[src/rtl/pllw_pkg.sv]
// package: register map, field layout, timing and shared types of the pll wrapper
package pllw_pkg;

   // apb word indices; byte address is four times the index
   localparam logic [1:0] IDX_STATUS = 2'h0;
   localparam logic [1:0] IDX_CONTROL = 2'h1;
   localparam logic [1:0] IDX_PHASE = 2'h2;
   localparam int ADDR_W = 4;
   localparam int DATA_W = 32;
   localparam int WIDTH_NEW = 32;
   localparam int WIDTH_OLD = 16;

   // field positions
   localparam int ST_LOCK_BIT = 0;
   localparam int ST_PDONE_BIT = 1;
   localparam int CT_ARESET_BIT = 0;
   localparam int CT_PFD_BIT = 1;
   localparam int PH_SEL_LSB = 0;
   localparam int PH_SEL_W = 9;
   localparam int PH_CMD_LSB = 30;

   // reset values
   localparam logic ST_LOCK_RST = 1'b1;
   localparam logic ST_PDONE_RST = 1'b0;
   localparam logic CT_ARESET_RST = 1'b0;
   localparam logic CT_PFD_RST = 1'b1;

   // phase step commands; other codes do nothing
   localparam logic [1:0] PH_CMD_UP = 2'h1;
   localparam logic [1:0] PH_CMD_DOWN = 2'h2;

   // access modes of an optional pll signal
   localparam logic [1:0] MODE_REG = 2'h0;
   localparam logic [1:0] MODE_EXPORT = 2'h1;
   localparam logic [1:0] MODE_ABSENT = 2'h2;

   // least pll reset pulse, rounded up to whole cycles
   localparam int CLK_PERIOD_NS = 8;
   localparam int PLL_RST_NS = 1000;
   localparam int PLL_RST_CYC = (PLL_RST_NS + CLK_PERIOD_NS - 1) / CLK_PERIOD_NS;
   localparam int CNT_W = 8;
   localparam logic [CNT_W-1:0] PLL_RST_LAST = CNT_W'(PLL_RST_CYC - 1);

   typedef enum logic [1:0] {SEQ_PLL_RST, SEQ_WAIT_LOCK, SEQ_RUN} pllw_seq_e;

   typedef struct packed {
      logic psel;
      logic penable;
      logic pwrite;
      logic [ADDR_W-1:0] paddr;
      logic [DATA_W-1:0] pwdata;
   } pllw_apb_req_s;

   typedef struct packed {
      logic pready;
      logic [DATA_W-1:0] prdata;
      logic pslverr;
   } pllw_apb_rsp_s;

   typedef struct packed {
      logic up;
      logic down;
      logic [PH_SEL_W-1:0] sel;
   } pllw_phase_s;

endpackage

[src/rtl/pllw_sync.sv]
// two-flop synchroniser for the pll status levels
`timescale 1ns/10ps
module pllw_sync
   import pllw_pkg::*;
#(
   parameter int W = 2,
   parameter logic [W-1:0] RST_VAL = '0
)
(
   // clock and reset
   input wire logic clk,
   input wire logic rst_n,
   input wire logic ce,
   // levels
   input wire logic [W-1:0] d,
   output logic [W-1:0] q
);

   typedef struct packed {
      logic [W-1:0] ff1;
      logic [W-1:0] ff2;
   } pllw_sync_s;

   pllw_sync_s s_reg;
   pllw_sync_s s_next;

   // first stage feeds only the second stage
   always_comb
   begin
      s_next = s_reg;
      s_next.ff1 = d;
      s_next.ff2 = s_reg.ff1;
   end

   always_ff @(posedge clk or negedge rst_n)
   begin
      if (!rst_n)
      begin
         s_reg <= {RST_VAL, RST_VAL};
      end
      else if (ce)
      begin
         s_reg <= s_next;
      end
   end

   assign q = s_reg.ff2;

endmodule

[src/rtl/pllw_ctrl.sv]
// pll wrapper control: apb registers, reset sequencing and pll control pins
//
// Operation
// - pll and wrapper enter reset automatically at configuration, no software needed.
// - system reset stays asserted until pll reports lock, released only after lock.
// - any pll reset, register or pin, also resets the whole system.
// - pll reset request returns pll to initial settings and resets the system.
// - newer variant: phase detector enable comes only from a control register bit.
// - newer variant: lock, enable and reset request are always top-level ports.
// - software reads lock and triggers pll reset through register bits.
// - each optional pll signal is built as a port, a register bit, or left absent.
// - signals not mapped to a register bit are exported as ports.
// - absent signals default: reset only at configuration, pll and detector enabled.
// - enable input enables the pll; older variant always has it as a port.
// - detector enable high lets pll track; low suspends phase-frequency detection.
// - lock output high only while pll is locked to its reference.
// - pll takes the system clock as reference and makes locked output clocks.
// - older variant: external clock outputs drive only dedicated pins.
// - newer variant: external outputs may also serve as on-chip clocks.
// - status: lock bit 0 resets 1, phase done bit 1 resets 0; read only.
// - control: bit 0 write 1 resets pll; bit 1 resets 1, 0 disables detector.
// - phase register: selector bits 0-8, step bits 30-31; 01 up, 10 down.
// - registers at word offsets 0, 1, 2; 32 bits newer, 16 bits older.
//
// Implementation choices: the register addresses and the APB slave port.
`timescale 1ns/10ps
module pllw_ctrl
   import pllw_pkg::*;
#(
   parameter bit NEWER = 1'b1,
   parameter logic [1:0] RST_MODE = MODE_EXPORT,
   parameter logic [1:0] PFD_MODE = MODE_REG,
   parameter bit ENA_PRESENT = 1'b1
)
(
   // clock, configuration reset, clock enable
   input wire logic clk,
   input wire logic rst_n,
   input wire logic ce,
   // apb slave
   input wire pllw_apb_req_s apb_req,
   output pllw_apb_rsp_s apb_rsp,
   // exported controls from the top level
   input wire logic reset_req_in,
   input wire logic pll_enable_in,
   input wire logic pfd_enable_in,
   // status from the pll macro, asynchronous to clk
   input wire logic pll_locked_raw,
   input wire logic pll_phase_done_raw,
   // pll macro controls
   output logic pll_areset_out,
   output logic pll_ena_out,
   output logic pfd_ena_out,
   output pllw_phase_s phase_out,
   // system side
   output logic sys_rst_n_out,
   output logic lock_out,
   output logic ext_clk_onchip_ok
);

   localparam int RD_W = NEWER ? WIDTH_NEW : WIDTH_OLD;
   localparam logic [DATA_W-1:0] RD_MASK = DATA_W'((64'h1 << RD_W) - 64'h1);
   // newer variant always has the register bit and the pin for reset
   localparam bit RST_REG = NEWER || (RST_MODE == MODE_REG);
   localparam bit RST_PIN = NEWER || (RST_MODE == MODE_EXPORT);
   localparam bit PFD_REG = NEWER || (PFD_MODE == MODE_REG);

   typedef struct packed {
      pllw_seq_e seq;
      logic [CNT_W-1:0] cnt;
      logic areset_bit;
      logic pfd_bit;
      logic [1:0] ph_cmd;
      logic pll_areset;
      logic sys_rst_n;
      logic pll_ena;
      logic pfd_ena;
      logic lock;
      logic ext_ok;
      pllw_phase_s phase;
      pllw_apb_rsp_s rsp;
   } pllw_state_s;

   pllw_state_s s_reg;
   pllw_state_s s_next;
   logic [1:0] stat_sync;
   logic lock_sync;
   logic pdone_sync;
   logic any_rst;
   logic setup;
   logic wr;
   logic [1:0] idx;
   logic mapped;
   logic pfd_sel;

   ////////////////////////////////////////////////////////////////////////////////

   // macro outputs are asynchronous to clk
   pllw_sync #(
      .W(2),
      .RST_VAL({ST_PDONE_RST, ST_LOCK_RST})
   ) u_sync (
      .clk(clk),
      .rst_n(rst_n),
      .ce(ce),
      .d({pll_phase_done_raw, pll_locked_raw}),
      .q(stat_sync)
   );

   assign lock_sync = stat_sync[0];
   assign pdone_sync = stat_sync[1];

   ////////////////////////////////////////////////////////////////////////////////

   // bit and pin reach the sequencer when their mode builds them (both in the newer variant); either resets the system
   assign any_rst = (RST_REG && s_reg.areset_bit) || (RST_PIN && reset_req_in);
   assign setup = apb_req.psel && !apb_req.penable;
   assign wr = apb_req.psel && apb_req.penable && apb_req.pwrite && s_reg.rsp.pready;
   assign idx = apb_req.paddr[3:2];
   assign mapped = (apb_req.paddr[1:0] == 2'h0) && (idx != 2'h3);

   // absent enable inputs leave pll and detector enabled
   always_comb
   begin
      if (PFD_REG)
      begin
         pfd_sel = s_reg.pfd_bit;
      end
      else if (PFD_MODE == MODE_EXPORT)
      begin
         pfd_sel = pfd_enable_in;
      end
      else
      begin
         pfd_sel = 1'b1;
      end
   end

   always_comb
   begin
      s_next = s_reg;
      s_next.phase.up = 1'b0;
      s_next.phase.down = 1'b0;

      // registered ready in the access phase gives zero wait states
      s_next.rsp.pready = setup;
      if (setup)
      begin
         s_next.rsp.pslverr = !mapped;
         s_next.rsp.prdata = '0;
         if (mapped)
         begin
            case (idx)
               IDX_STATUS:
               begin
                  s_next.rsp.prdata[ST_LOCK_BIT] = lock_sync;
                  s_next.rsp.prdata[ST_PDONE_BIT] = pdone_sync;
               end
               IDX_CONTROL:
               begin
                  s_next.rsp.prdata[CT_ARESET_BIT] = s_reg.areset_bit;
                  s_next.rsp.prdata[CT_PFD_BIT] = s_reg.pfd_bit;
               end
               IDX_PHASE:
               begin
                  s_next.rsp.prdata[PH_SEL_LSB +: PH_SEL_W] = s_reg.phase.sel;
                  s_next.rsp.prdata[PH_CMD_LSB +: 2] = s_reg.ph_cmd;
               end
               default:
               begin
                  s_next.rsp.prdata = '0;
               end
            endcase
            s_next.rsp.prdata = s_next.rsp.prdata & RD_MASK;
         end
      end

      // writes land at the sampling edge; status writes are dropped
      if (wr && !s_reg.rsp.pslverr)
      begin
         case (idx)
            IDX_CONTROL:
            begin
               s_next.areset_bit = apb_req.pwdata[CT_ARESET_BIT];
               s_next.pfd_bit = apb_req.pwdata[CT_PFD_BIT];
            end
            IDX_PHASE:
            begin
               s_next.phase.sel = apb_req.pwdata[PH_SEL_LSB +: PH_SEL_W];
               s_next.ph_cmd = apb_req.pwdata[PH_CMD_LSB +: 2];
               // stepping exists only in the newer variant
               s_next.phase.up = NEWER
                  && (apb_req.pwdata[PH_CMD_LSB +: 2] == PH_CMD_UP);
               s_next.phase.down = NEWER && (apb_req.pwdata[PH_CMD_LSB +: 2] == PH_CMD_DOWN);
            end
            default:
            begin
               s_next.ph_cmd = s_reg.ph_cmd;
            end
         endcase
      end

      // reset sequencer
      case (s_reg.seq)
         SEQ_PLL_RST:
         begin
            s_next.pll_areset = 1'b1;
            s_next.sys_rst_n = 1'b0;
            if (s_reg.cnt != PLL_RST_LAST)
            begin
               s_next.cnt = s_reg.cnt + CNT_W'(1);
            end
            else if (!any_rst)
            begin
               s_next.seq = SEQ_WAIT_LOCK;
               s_next.pll_areset = 1'b0;
            end
         end
         SEQ_WAIT_LOCK:
         begin
            if (any_rst)
            begin
               s_next.seq = SEQ_PLL_RST;
               s_next.cnt = '0;
               s_next.pll_areset = 1'b1;
            end
            else if (lock_sync)
            begin
               s_next.seq = SEQ_RUN;
               s_next.sys_rst_n = 1'b1;
            end
         end
         SEQ_RUN:
         begin
            if (any_rst)
            begin
               s_next.seq = SEQ_PLL_RST;
               s_next.cnt = '0;
               s_next.pll_areset = 1'b1;
               s_next.sys_rst_n = 1'b0;
            end
         end
         default:
         begin
            s_next.seq = SEQ_PLL_RST;
            s_next.cnt = '0;
         end
      endcase

      // pin outputs; the macro runs its loop off clk as reference
      s_next.pll_ena = ENA_PRESENT ? pll_enable_in : 1'b1;
      s_next.pfd_ena = pfd_sel;
      s_next.lock = lock_sync;
      s_next.ext_ok = NEWER;
   end

   always_ff @(posedge clk or negedge rst_n)
   begin
      if (!rst_n)
      begin
         s_reg.seq <= SEQ_PLL_RST;
         s_reg.cnt <= '0;
         s_reg.areset_bit <= CT_ARESET_RST;
         s_reg.pfd_bit <= CT_PFD_RST;
         s_reg.ph_cmd <= 2'h0;
         s_reg.pll_areset <= 1'b1;
         s_reg.sys_rst_n <= 1'b0;
         s_reg.pll_ena <= 1'b0;
         s_reg.pfd_ena <= CT_PFD_RST;
         s_reg.lock <= 1'b0;
         s_reg.ext_ok <= 1'b0;
         s_reg.phase <= '0;
         s_reg.rsp <= '0;
      end
      else if (ce)
      begin
         s_reg <= s_next;
      end
   end

   // always driven ports, whatever the access mode
   assign apb_rsp = s_reg.rsp;
   assign pll_areset_out = s_reg.pll_areset;
   assign pll_ena_out = s_reg.pll_ena;
   assign pfd_ena_out = s_reg.pfd_ena;
   assign phase_out = s_reg.phase;
   assign sys_rst_n_out = s_reg.sys_rst_n;
   assign lock_out = s_reg.lock;
   assign ext_clk_onchip_ok = s_reg.ext_ok;

   ////////////////////////////////////////////////////////////////////////////////

   a_cfg_reset_hold: assert property (@(posedge clk) disable iff (!rst_n)
      (s_reg.seq == SEQ_PLL_RST) |-> (pll_areset_out && !sys_rst_n_out))
      else $error("pll reset sequence not holding resets");

   a_release_lock: assert property (@(posedge clk) disable iff (!rst_n)
      $rose(sys_rst_n_out) |-> $past(lock_sync))
      else $error("system reset released without lock");

   a_any_reset_sys: assert property (@(posedge clk) disable iff (!rst_n)
      (ce && any_rst) |=> (!sys_rst_n_out && pll_areset_out))
      else $error("pll reset did not reset the system");

   a_reset_min_len: assert property (@(posedge clk) disable iff (!rst_n)
      (ce && $rose(pll_areset_out)) |-> (s_reg.cnt == '0))
      else $error("pll reset pulse started without full count");

   a_pfd_from_bit: assert property (@(posedge clk) disable iff (!rst_n)
      (ce && PFD_REG) |=> (pfd_ena_out == $past(s_reg.pfd_bit)))
      else $error("detector enable does not follow control bit");

   a_status_ro: assert property (@(posedge clk) disable iff (!rst_n)
      (ce && wr && idx == IDX_STATUS) |=> ($stable(s_reg.areset_bit) && $stable(s_reg.pfd_bit)))
      else $error("status write changed control state");

   a_phase_step: assert property (@(posedge clk) disable iff (!rst_n)
      (ce && wr && mapped && NEWER && idx == IDX_PHASE
       && apb_req.pwdata[PH_CMD_LSB +: 2] == PH_CMD_UP)
      |=> (phase_out.up && !phase_out.down) ##1 (!phase_out.up || $past(wr)))
      else $error("phase step up not pulsed");

   a_apb_nowait: assert property (@(posedge clk) disable iff (!rst_n)
      (ce && setup) |=> (apb_rsp.pready && apb_req.penable))
      else $error("apb access phase did not complete at once");

   a_lock_follow: assert property (@(posedge clk) disable iff (!rst_n)
      ce |=> (lock_out == $past(lock_sync)))
      else $error("lock output does not follow synchronised lock");

endmodule

[config.mk]
export PLATFORM = sky130hd
export DESIGN_NAME = pllw_ctrl
export DESIGN_NICKNAME = d
export VERILOG_FILES = /design/src/rtl/pllw_pkg.sv /design/src/rtl/pllw_sync.sv /design/src/rtl/pllw_ctrl.sv
export SDC_FILE = /design/constraint.sdc
export NUM_CORES = 1
export LEC_CHECK = 0
export BUFFER_PORTS_ARGS = -buffer_cell sky130_fd_sc_hd__buf_2
export CORE_ASPECT_RATIO = 0.8
export CORE_UTILIZATION = 40
export DETAILED_ROUTE_END_ITERATION = 12
export PLACE_DENSITY_LB_ADDON = 0.2
export SLEW_MARGIN = 30
export SYNTH_ARGS = -nofsm -noshare
export SYNTH_HDL_FRONTEND = slang
export SYNTH_SLANG_ARGS = --single-unit
[constraint.sdc]
create_clock -name clk -period 2.5 [get_ports clk]
set_clock_uncertainty 0.15 [all_clocks]
set_input_delay 0.125 -clock clk [delete_from_list [all_inputs] [get_ports clk]]
set_output_delay 0.125 -clock clk [all_outputs]
set_load 0.01 [all_outputs]
==> impl_metrics.tcl, run 1 <==
set metrics [dict create \
    crit_required_ps 2540 \
    grt_usage_pct 15.90 \
    synthFlopType "dfrtp_1" \
    timing.rr.end "s_reg[63]" \
    endpoint_kind "register" \
    clock_path_buffers 2 \
    ir_worst_vdd_mv 0.3542 \
    async_flop_share_pct 100.0 \
    clk_latency_ps 290 \
    crit_buf_inv 2 \
    chipWidth_um 91.38 \
    overflow 0 \
    diodes 0 \
    dp_hpwl_um 3510 \
    synth.yosys.seq_area_share_pct 47.23 \
    ys_warn_count 0 \
    cts_sinks 48 \
    rr_worst_depth 6 \
    fin_cells 361 \
    antenna_found_initial 0 \
    ant_nets 0 \
    r2r_slack_ps 520 \
    synth_area_mm2 0.002556 \
    slew_headroom_pct 58.60 \
    routed_wl_um 4765 \
    min-delay-start "apb_req[33]" \
    layout.nets 333 \
    drt_pass1_iterations 4 \
    cts_tree "built" \
    max-cap-violations 0 \
    path_common_cell "inv_1" \
    syn_avg_cell_area_um2 11.11 \
    synth_edf_count 0 \
    syn_to_final_growth_pct 14.49 \
    setup_viol_count_final 0 \
    min_path_type "input port to register" \
    ys_ff_latch 48 \
    holdPathEnd "apb_rsp[2]" \
    rr_startpoint "s_reg[64]" \
    cellPowerDensity_mw_per_mm2 671.1 \
    cp_slowest_cell "dfrtp_1" \
    drcViolationCount 0 \
    synthCells 230 \
    rsz0062_at_grt "false" \
    cts.clk_slew.worst_paths_ps 90 \
    viasPerCell 4.770 \
    path_cells "inv_1 > ha_1 > inv_1 > a41oi_1 > a21oi_1 > o2bb2a_1" \
    max_freq_mhz 504.3 \
    critical-path-max-stage-delay_ps 420 \
    post_cts_buffers 0 \
    cp_top_family "compound AO/OA/AOI/OAI gates" \
    tightestPinTransition_ps 621.0 \
    cts_made_buffers 5 \
    startpoint_type "register" \
    dieHeight_um 73.50 \
    post-route-min-period_ps 1983 \
    outcome "finished clean" \
    maxSlewViolCount 0 \
    setup_tns_ps 0 \
    gp_congestion 0.7974 \
    dieArea_mm2 0.006716 \
    ys_types 45 \
    start_util_pct 42.34 \
    io_buffer_count 54 \
    post_drt_wl_per_cell_um 13.20 \
    core-area_mm2 0.006037 \
    row_count 25 \
    drt-initial-drc-count 86 \
    dr_total_vias 1722 \
    drive_gt1_share_pct 35.36 \
    io_pins 98 \
    hold_path_depth 3 \
    grt_pass1_vias 1666 \
    path_max_fanout 9 \
    placed_cells 338 \
    clock-root-buffer "clkbuf_8" \
    worstSetupPathType "register to register" \
    finalHoldViolCount 0 \
    grt_max_degree 30 \
    grt_pass1_wl_um 8155 \
    htreeDepth 2 \
    arrival_ps 2020 \
    finalCritPeriodShare_pct 79.33 \
    leakagePower_nw 1.462 \
]
## how the worst max path moves through the flow
| stage | startpoint | to | slack, ps | cells past startpoint |
|---|---|---|---|---|
| floorplan | s_reg[63] | s_reg[58] | 610 | 7 |
| global placement | s_reg[64] | s_reg[63] | 530 | 6 |
| detailed placement | s_reg[64] | s_reg[63] | 520 | 6 |
| CTS | s_reg[64] | s_reg[63] | 510 | 6 |
| global route | s_reg[64] | s_reg[63] | 320 | 6 |
| finish | s_reg[64] | s_reg[63] | 520 | 6 |
## tightest hold or removal path: cells and delay by family
kind	cells	cell delay [ps]
compound gates	2	200
buf+inv	1	110
## Yosys cell counts (3+ instances only)
cell type  instances  area share [%]
clkbuf_1           3            0.44
inv_1             11             1.6
o31ai_1            8             2.3
o21ai_0           11             2.2
dfstp_2            5             5.1
ha_1               7             3.4
a21oi_1            4            0.78
mux2_2            20             8.8
nand3_1            6             1.2
buf_4             46              14
nand2_1            7             1.0
dfrtp_1           43              42
nor2_1             6            0.88
nand2b_1           3            0.73
a22o_1             9             3.1
buf_2              3            0.59
nand4_1            3            0.73
## cell usage in the layout (no fill, tap or decap), drive strengths merged, types with 3 or more instances in the layout
cell and count:
clkbuf 5, dfrtp 43, inv 11, nand2b 3, ha 7, nand3 6, a21oi 4, a22o 9
nor2 6, nand4 3, dfstp 5, dlygate4sd3 15, conb 21, o31ai 8, nor4 3, mux2 20
o21ai 13, nand2 8, buf 60
## layout make-up
| class | instances | area (um2) |
|---|---|---|
| inverters | 11 | 41.29 |
| fillers | 567 | 3110 |
| well taps | 81 | 101.3 |
| clock inverters | 3 | 42.54 |
| clock buffers | 5 | 68.82 |
| multi-input cells | 138 | 999.7 |
| flip-flops and latches | 48 | 1207 |
| repair buffers | 75 | 465.4 |
## cells by family after synthesis
| group | synth area share (%) |
|---|---|
| DFF | 47.23 |
| and+or+nand+nor | 9.937 |
| AOI/OAI and AO/OA | 13.07 |
| muxes | 9.594 |
| adders and majority gates | 3.426 |
| buffers and inverters | 16.59 |
| other | 0.1467 |
## through the flow
step	instance area [um2]	util, %	setup slack (ps)	hold slack [ps]	total power, W
global route	2927	48.48	323.2	55.75	0.002102
CTS	2927	48.48	505.8	25.69	0.001992
global placement	2665	44.15	531.1	30.96	0.001405
finish	2927	48.48	516.9	33.20	0.001964
floorplan	2631	-	607.9	-320.6	0.001289
detailed placement	2665	44.15	515.9	27.66	0.001411
## per-layer routing
layer / up-vias / track usage [%] / routed length (um)
met5: - / 0 / 0
met4: 0 / 6.526 / 49
met3: 4 / 4.141 / 224
met2: 54 / 23.48 / 2074
met1: 819 / 22.31 / 2416
li1: 845 / - / -
## report_power, final
part	leakage, nW	internal, W	switching [W]
Combinational	0.781	0.000205	0.000263
Sequential	0.627	0.000863	0.0000799
Clock	0.0541	0.000296	0.000257
Total	1.46	0.00136	0.000600
## timing repair
item / CTS / global route
hold buffers: 15 / 0
gates resized for setup: 0 / 0
hold endpoints to repair: 44 / 0
Note: power is estimated with default switching activity, not from simulation.
==> run 2: changes to the inputs <==
- clock period: 2.5 -> 2.03 ns (I/O delays scaled with it)
==> run 2 against run 1 <==
  * Fmax up 5.1%
  * Largest cell class unchanged
  * Register-to-register slack worse by 370 ps
  * Global-route usage down 0.38 points
  * Clock-buffer cell count up 2
  * Sequential share of layout area down 1.4 points
  * Setup slack worse by 370 ps
  * Non-clock buffer count up 8
==> impl_metrics.tcl, run 2 (synthesized netlist as in run 1, its figures left out) <==
set metrics [dict create \
    dieHeight_um 73.50 \
    post_cts_buffers 0 \
    maxSlewViolCount 0 \
    endpoint_kind "register" \
    cts.clk_slew.worst_paths_ps 90 \
    cts_tree "built" \
    placed_cells 343 \
    cp_top_family "simple AND/OR/NAND/NOR gates" \
    path_cells "inv_1 > ha_1 > nor2_2 > o31ai_1 > buf_4 > or4_1 > nand3_1" \
    dr.max_layer_used "met4" \
    worst_slack_ps 143.3 \
    ff_latch_area_mm2 0.001207 \
    path_max_fanout 8 \
    viasPerCell 4.808 \
    ant_nets 0 \
    drt_pass1_iterations 4 \
    final_util_pct 50.13 \
    layout.nets 341 \
    htreeDepth 2 \
    gp_congestion 0.7576 \
    min_path_type "input port to register" \
    post_drt_wl_per_cell_um 13.41 \
    setup_viol_count_final 0 \
    cp_slowest_cell "or4_1" \
    clk_latency_ps 300 \
    syn_to_final_growth_pct 18.40 \
    antenna_found_initial 0 \
    setup_tns_ps 0 \
    ir_worst_vdd_mv 0.4248 \
    fill_cells 549 \
    finalHoldViolCount 0 \
    start_util_pct 42.34 \
    wl_met3_um 195 \
    diodes 0 \
    routed_wl_um 4948 \
    leakagePower_nw 1.513 \
    grt_pass1_vias 1614 \
    grt_usage_pct 15.52 \
    drcViolationCount 0 \
    wl_met2_um 2078 \
    max-cap-violations 0 \
    dp_hpwl_um 3567 \
    worstSetupPathType "register to register" \
    met1_length_um 2626 \
    cts_sinks 48 \
    most-common-layout-cells "54 x buf_2, 43 x dfrtp_1, 21 x conb_1, 20 x mux2_2, 18 x dlygate4sd3_1" \
    core-area_mm2 0.006037 \
    drive_gt1_share_pct 36.81 \
    tightestPinTransition_ps 572.8 \
    finalCritPeriodShare_pct 92.94 \
    crit_buf_inv 2 \
    clock_path_buffers 2 \
    chipWidth_um 91.38 \
    critical-path-max-stage-delay_ps 510 \
    cts_made_buffers 5 \
    io_pins 98 \
    grt_pass1_wl_um 8004 \
    dr_total_vias 1774 \
    crit_required_ps 2120 \
    multiInputGateArea_mm2 0.001005 \
    post-route-min-period_ps 1887 \
    io_buffer_count 54 \
    grt_max_degree 27 \
    drt-initial-drc-count 63 \
    arrival_ps 1980 \
    final_common_cell "buf_2" \
    cellPowerDensity_mw_per_mm2 848.1 \
    slew_headroom_pct 61.52 \
    outcome "finished clean" \
    pre_cts_slack_ps 115.6 \
    p_total_w 0.002567 \
    overflow 0 \
    dieArea_mm2 0.006716 \
    startpoint_type "register" \
    row_count 25 \
    fin_cells 369 \
    rsz0062_at_grt "false" \
    clock-root-buffer "clkbuf_8" \
    max_freq_mhz 530.0 \
]
-- run 2: path summary, 6_finish.rpt --
| check | from | end | slack (ps) | cells after the start |
|---|---|---|---|---|
| worst max-delay path | s_reg[64] | s_reg[58] | 140 | 7 |
| worst min-delay path | reset_req_in | pll_areset_out | 40 | 3 |
| worst max register to register | s_reg[64] | s_reg[58] | 140 | 7 |
| worst min register to register | ext_clk_onchip_ok | ext_clk_onchip_ok | 320 | 1 |
| max in group asynchronous | rst_n | pll_areset_out | 940 | 3 |
| min in group asynchronous | rst_n | apb_rsp[4] | 180 | 2 |
-- run 2: what timing repair did --
item                       4_1_cts  5_1_grt
setup endpoints to repair        0        5
gates resized for setup          0        2
hold endpoints to repair        44        0
hold buffers                    18        0
-- run 2: layer usage --
| metal | vias up | GRT usage (%) |
|---|---|---|
| li1 | 863 | - |
| met1 | 854 | 22.58 |
| met2 | 52 | 22.64 |
| met3 | 5 | 3.416 |
| met4 | 0 | 5.820 |
| met5 | - | 0 |
-- run 2: worst reg2reg max path: stages, from the launching register on --
cell and delay, ps:
dfrtp_1 400, inv_1 100, ha_1 220, nor2_2 130, o31ai_1 70, buf_4 160, or4_1 510, nand3_1 90
-- run 2: report_power, final --
part	switching, W	leakage [nW]	internal [W]	total [W]
clock network	0.000317	0.0645	0.000435	0.000752
registers	0.0000902	0.627	0.00106	0.00115
logic	0.000354	0.821	0.000308	0.000662
-- run 2: cell type report --
| class | instances | share of cell area [%] |
|---|---|---|
| Multi-Input combinational cell | 138 | 33.20 |
| Clock buffer | 7 | 3.183 |
| Sequential cell | 48 | 39.89 |
| Clock inverter | 1 | 0.9921 |
| Tap cell | 81 | 3.348 |
| Timing Repair Buffer | 83 | 18.02 |
| Inverter | 11 | 1.364 |
-- run 2: per-stage QoR --
step	hold WS [ps]	cell area [um2]
4_1_cts	39.15	3022
5_1_grt	71.09	3027
2_1_floorplan	-344.1	2631
3_5_place_dp	-28.05	2715
3_3_place_gp	-28.05	2715
6_report	37.22	3027
==> run 3: changes to the inputs <==
- CORE_UTILIZATION: 40 -> 53
- SLEW_MARGIN: 30 -> unset
- clock period: 2.03 -> 2.2 ns (I/O delays scaled with it)
==> run 3 against run 2 <==
  * Setup slack better by 91 ps
  * Critical path depth unchanged
  * Utilization rose by 13 points
  * Flip-flop and latch count stayed put
  * Combinational power decreased by 17%
  * Clock-buffer cell count decreased by 1
  * Critical endpoint unchanged
==> impl_metrics.tcl, run 3 (synthesized netlist as in run 1, its figures left out) <==
set metrics [dict create \
    antenna_found_initial 0 \
    dieArea_mm2 0.005106 \
    endpoint_kind "register" \
    holdPathEnd "apb_rsp[1]" \
    layout.nets 334 \
    min-delay-start "apb_req[33]" \
    tightestPinTransition_ps 559.8 \
    hold_path_depth 3 \
    cellPowerDensity_mw_per_mm2 768.6 \
    place_area_mm2 0.002646 \
    clock_path_buffers 2 \
    outcome "finished clean" \
    dieHeight_um 64.12 \
    rsz0062_at_grt "false" \
    post_drt_wl_per_cell_um 13.43 \
    drcViolationCount 0 \
    leakagePower_nw 1.466 \
    syn_to_final_growth_pct 13.61 \
    path_max_fanout 9 \
    ant_nets 0 \
    cts_tree "built" \
    crit_required_ps 2290 \
    r2r_slack_ps 230 \
    grt_pass1_wl_um 7776 \
    pre_cts_slack_ps 235.0 \
    io_pins 98 \
    setup_tns_ps 0 \
    row_count 22 \
    dp_hpwl_um 3426 \
    multiInputGateArea_um2 999.7 \
    cts_sinks 48 \
    dr_total_vias 1735 \
    worst_slack_ps 234.3 \
    gp_congestion 0.8322 \
    finalHoldViolCount 0 \
    critical_path_depth 7 \
    final_common_cell "buf_2" \
    overflow 0 \
    setup_viol_count_final 0 \
    maxSlewViolCount 0 \
    cts_made_buffers 5 \
    htreeDepth 2 \
    critical-path-max-stage-delay_ps 510 \
    diodes 0 \
    most-common-layout-cells "54 x buf_2, 43 x dfrtp_1, 21 x conb_1, 20 x mux2_2, 15 x dlygate4sd3_1" \
    rr_startpoint "s_reg[63]" \
    post_cts_buffers 0 \
    final_util_pct 63.17 \
    crit_buf_inv 2 \
    routed_wl_um 4581 \
    min_path_type "input port to register" \
    chipWidth_um 79.65 \
    ff_latch_area_mm2 0.001207 \
    io_buffer_count 54 \
    core-area_mm2 0.004597 \
    rr_worst_depth 7 \
    grt_pass1_vias 1647 \
    slew_headroom_pct 62.40 \
    clk_latency_ps 300 \
    grt_max_degree 27 \
    drive_gt1_share_pct 35.23 \
    post-route-min-period_ps 1966 \
    cts.clk_slew.worst_paths_ps 90 \
    ir_worst_vdd_mv 0.6237 \
    startpoint_type "register" \
    fill_cells 400 \
    start_util_pct 55.61 \
    max-cap-violations 0 \
    cp_top_family "simple AND/OR/NAND/NOR gates" \
    max_freq_mhz 508.7 \
    arrival_ps 2050 \
    timing.rr.end "s_reg[58]" \
    worstSetupPathType "register to register" \
    clock-root-buffer "clkbuf_8" \
    drt_pass1_iterations 4 \
    stdcell_area_mm2 0.002904 \
    hold_ws_ps 31.76 \
    drt-initial-drc-count 80 \
    finalCritPeriodShare_pct 89.35 \
    grt_usage_pct 19.98 \
    path_cells "inv_1 > ha_1 > nor2_1 > o31ai_1 > buf_4 > or4_1 > nand3_1" \
    cp_slowest_cell "or4_1" \
    viasPerCell 5.088 \
]
## run 3: cell count changes in the layout (fill, tap and decap cells not counted), sizes merged
cell / change
dlygate4sd3: -3
clkbuf: -1
clkinv: +1
buf: -4
## run 3: stage by stage
| step | power, W | instances |
|---|---|---|
| 3_5_place_dp | 0.001615 | 318 |
| 2_1_floorplan | 0.001464 | 250 |
| 6_report | 0.002232 | 341 |
| 4_1_cts | 0.002259 | 341 |
| 5_1_grt | 0.002392 | 341 |
| 3_3_place_gp | 0.001594 | 318 |
## run 3: worst min-delay path: cells and delay by family
kind / cells / cell delay (ps)
buffers and inverters: 1 / 120
AO/OA/AOI/OAI: 2 / 230
## run 3: timing repair
action	in CTS	in global routing
gates resized for setup	0	0
hold buffers	15	0
hold endpoints to repair	39	0
## run 3: area by class of cell
class / instances / area share, %
Clock inverter: 2 / 1.206
Sequential cell: 48 / 41.58
Inverter: 11 / 1.422
Timing Repair Buffer: 76 / 16.29
Clock buffer: 6 / 2.499
Multi-Input combinational cell: 138 / 34.42
Tap cell: 60 / 2.585
## run 3: metal layers
layer  part of all wire (%)  wire length, um  GRT usage, %
met4                    1.2               54         6.818
met3                    4.6              212         4.286
met1                     51             2335         29.17
met5                      0                0             0
met2                     43             1978         29.27
## run 3: worst max path at each step
stage | slack, ps | endpoint | start
floorplan | 310 | s_reg[58] | s_reg[63]
global placement | 240 | s_reg[63] | s_reg[64]
detailed placement | 240 | s_reg[58] | s_reg[63]
CTS | 240 | s_reg[58] | s_reg[63]
global route | 80 | s_reg[63] | s_reg[64]
finish | 230 | s_reg[58] | s_reg[63]
## run 3: power by group
| part | switching, W | internal, W |
|---|---|---|
| clock network | 0.000279 | 0.000337 |
| registers | 0.0000878 | 0.000980 |
| logic | 0.000305 | 0.000243 |
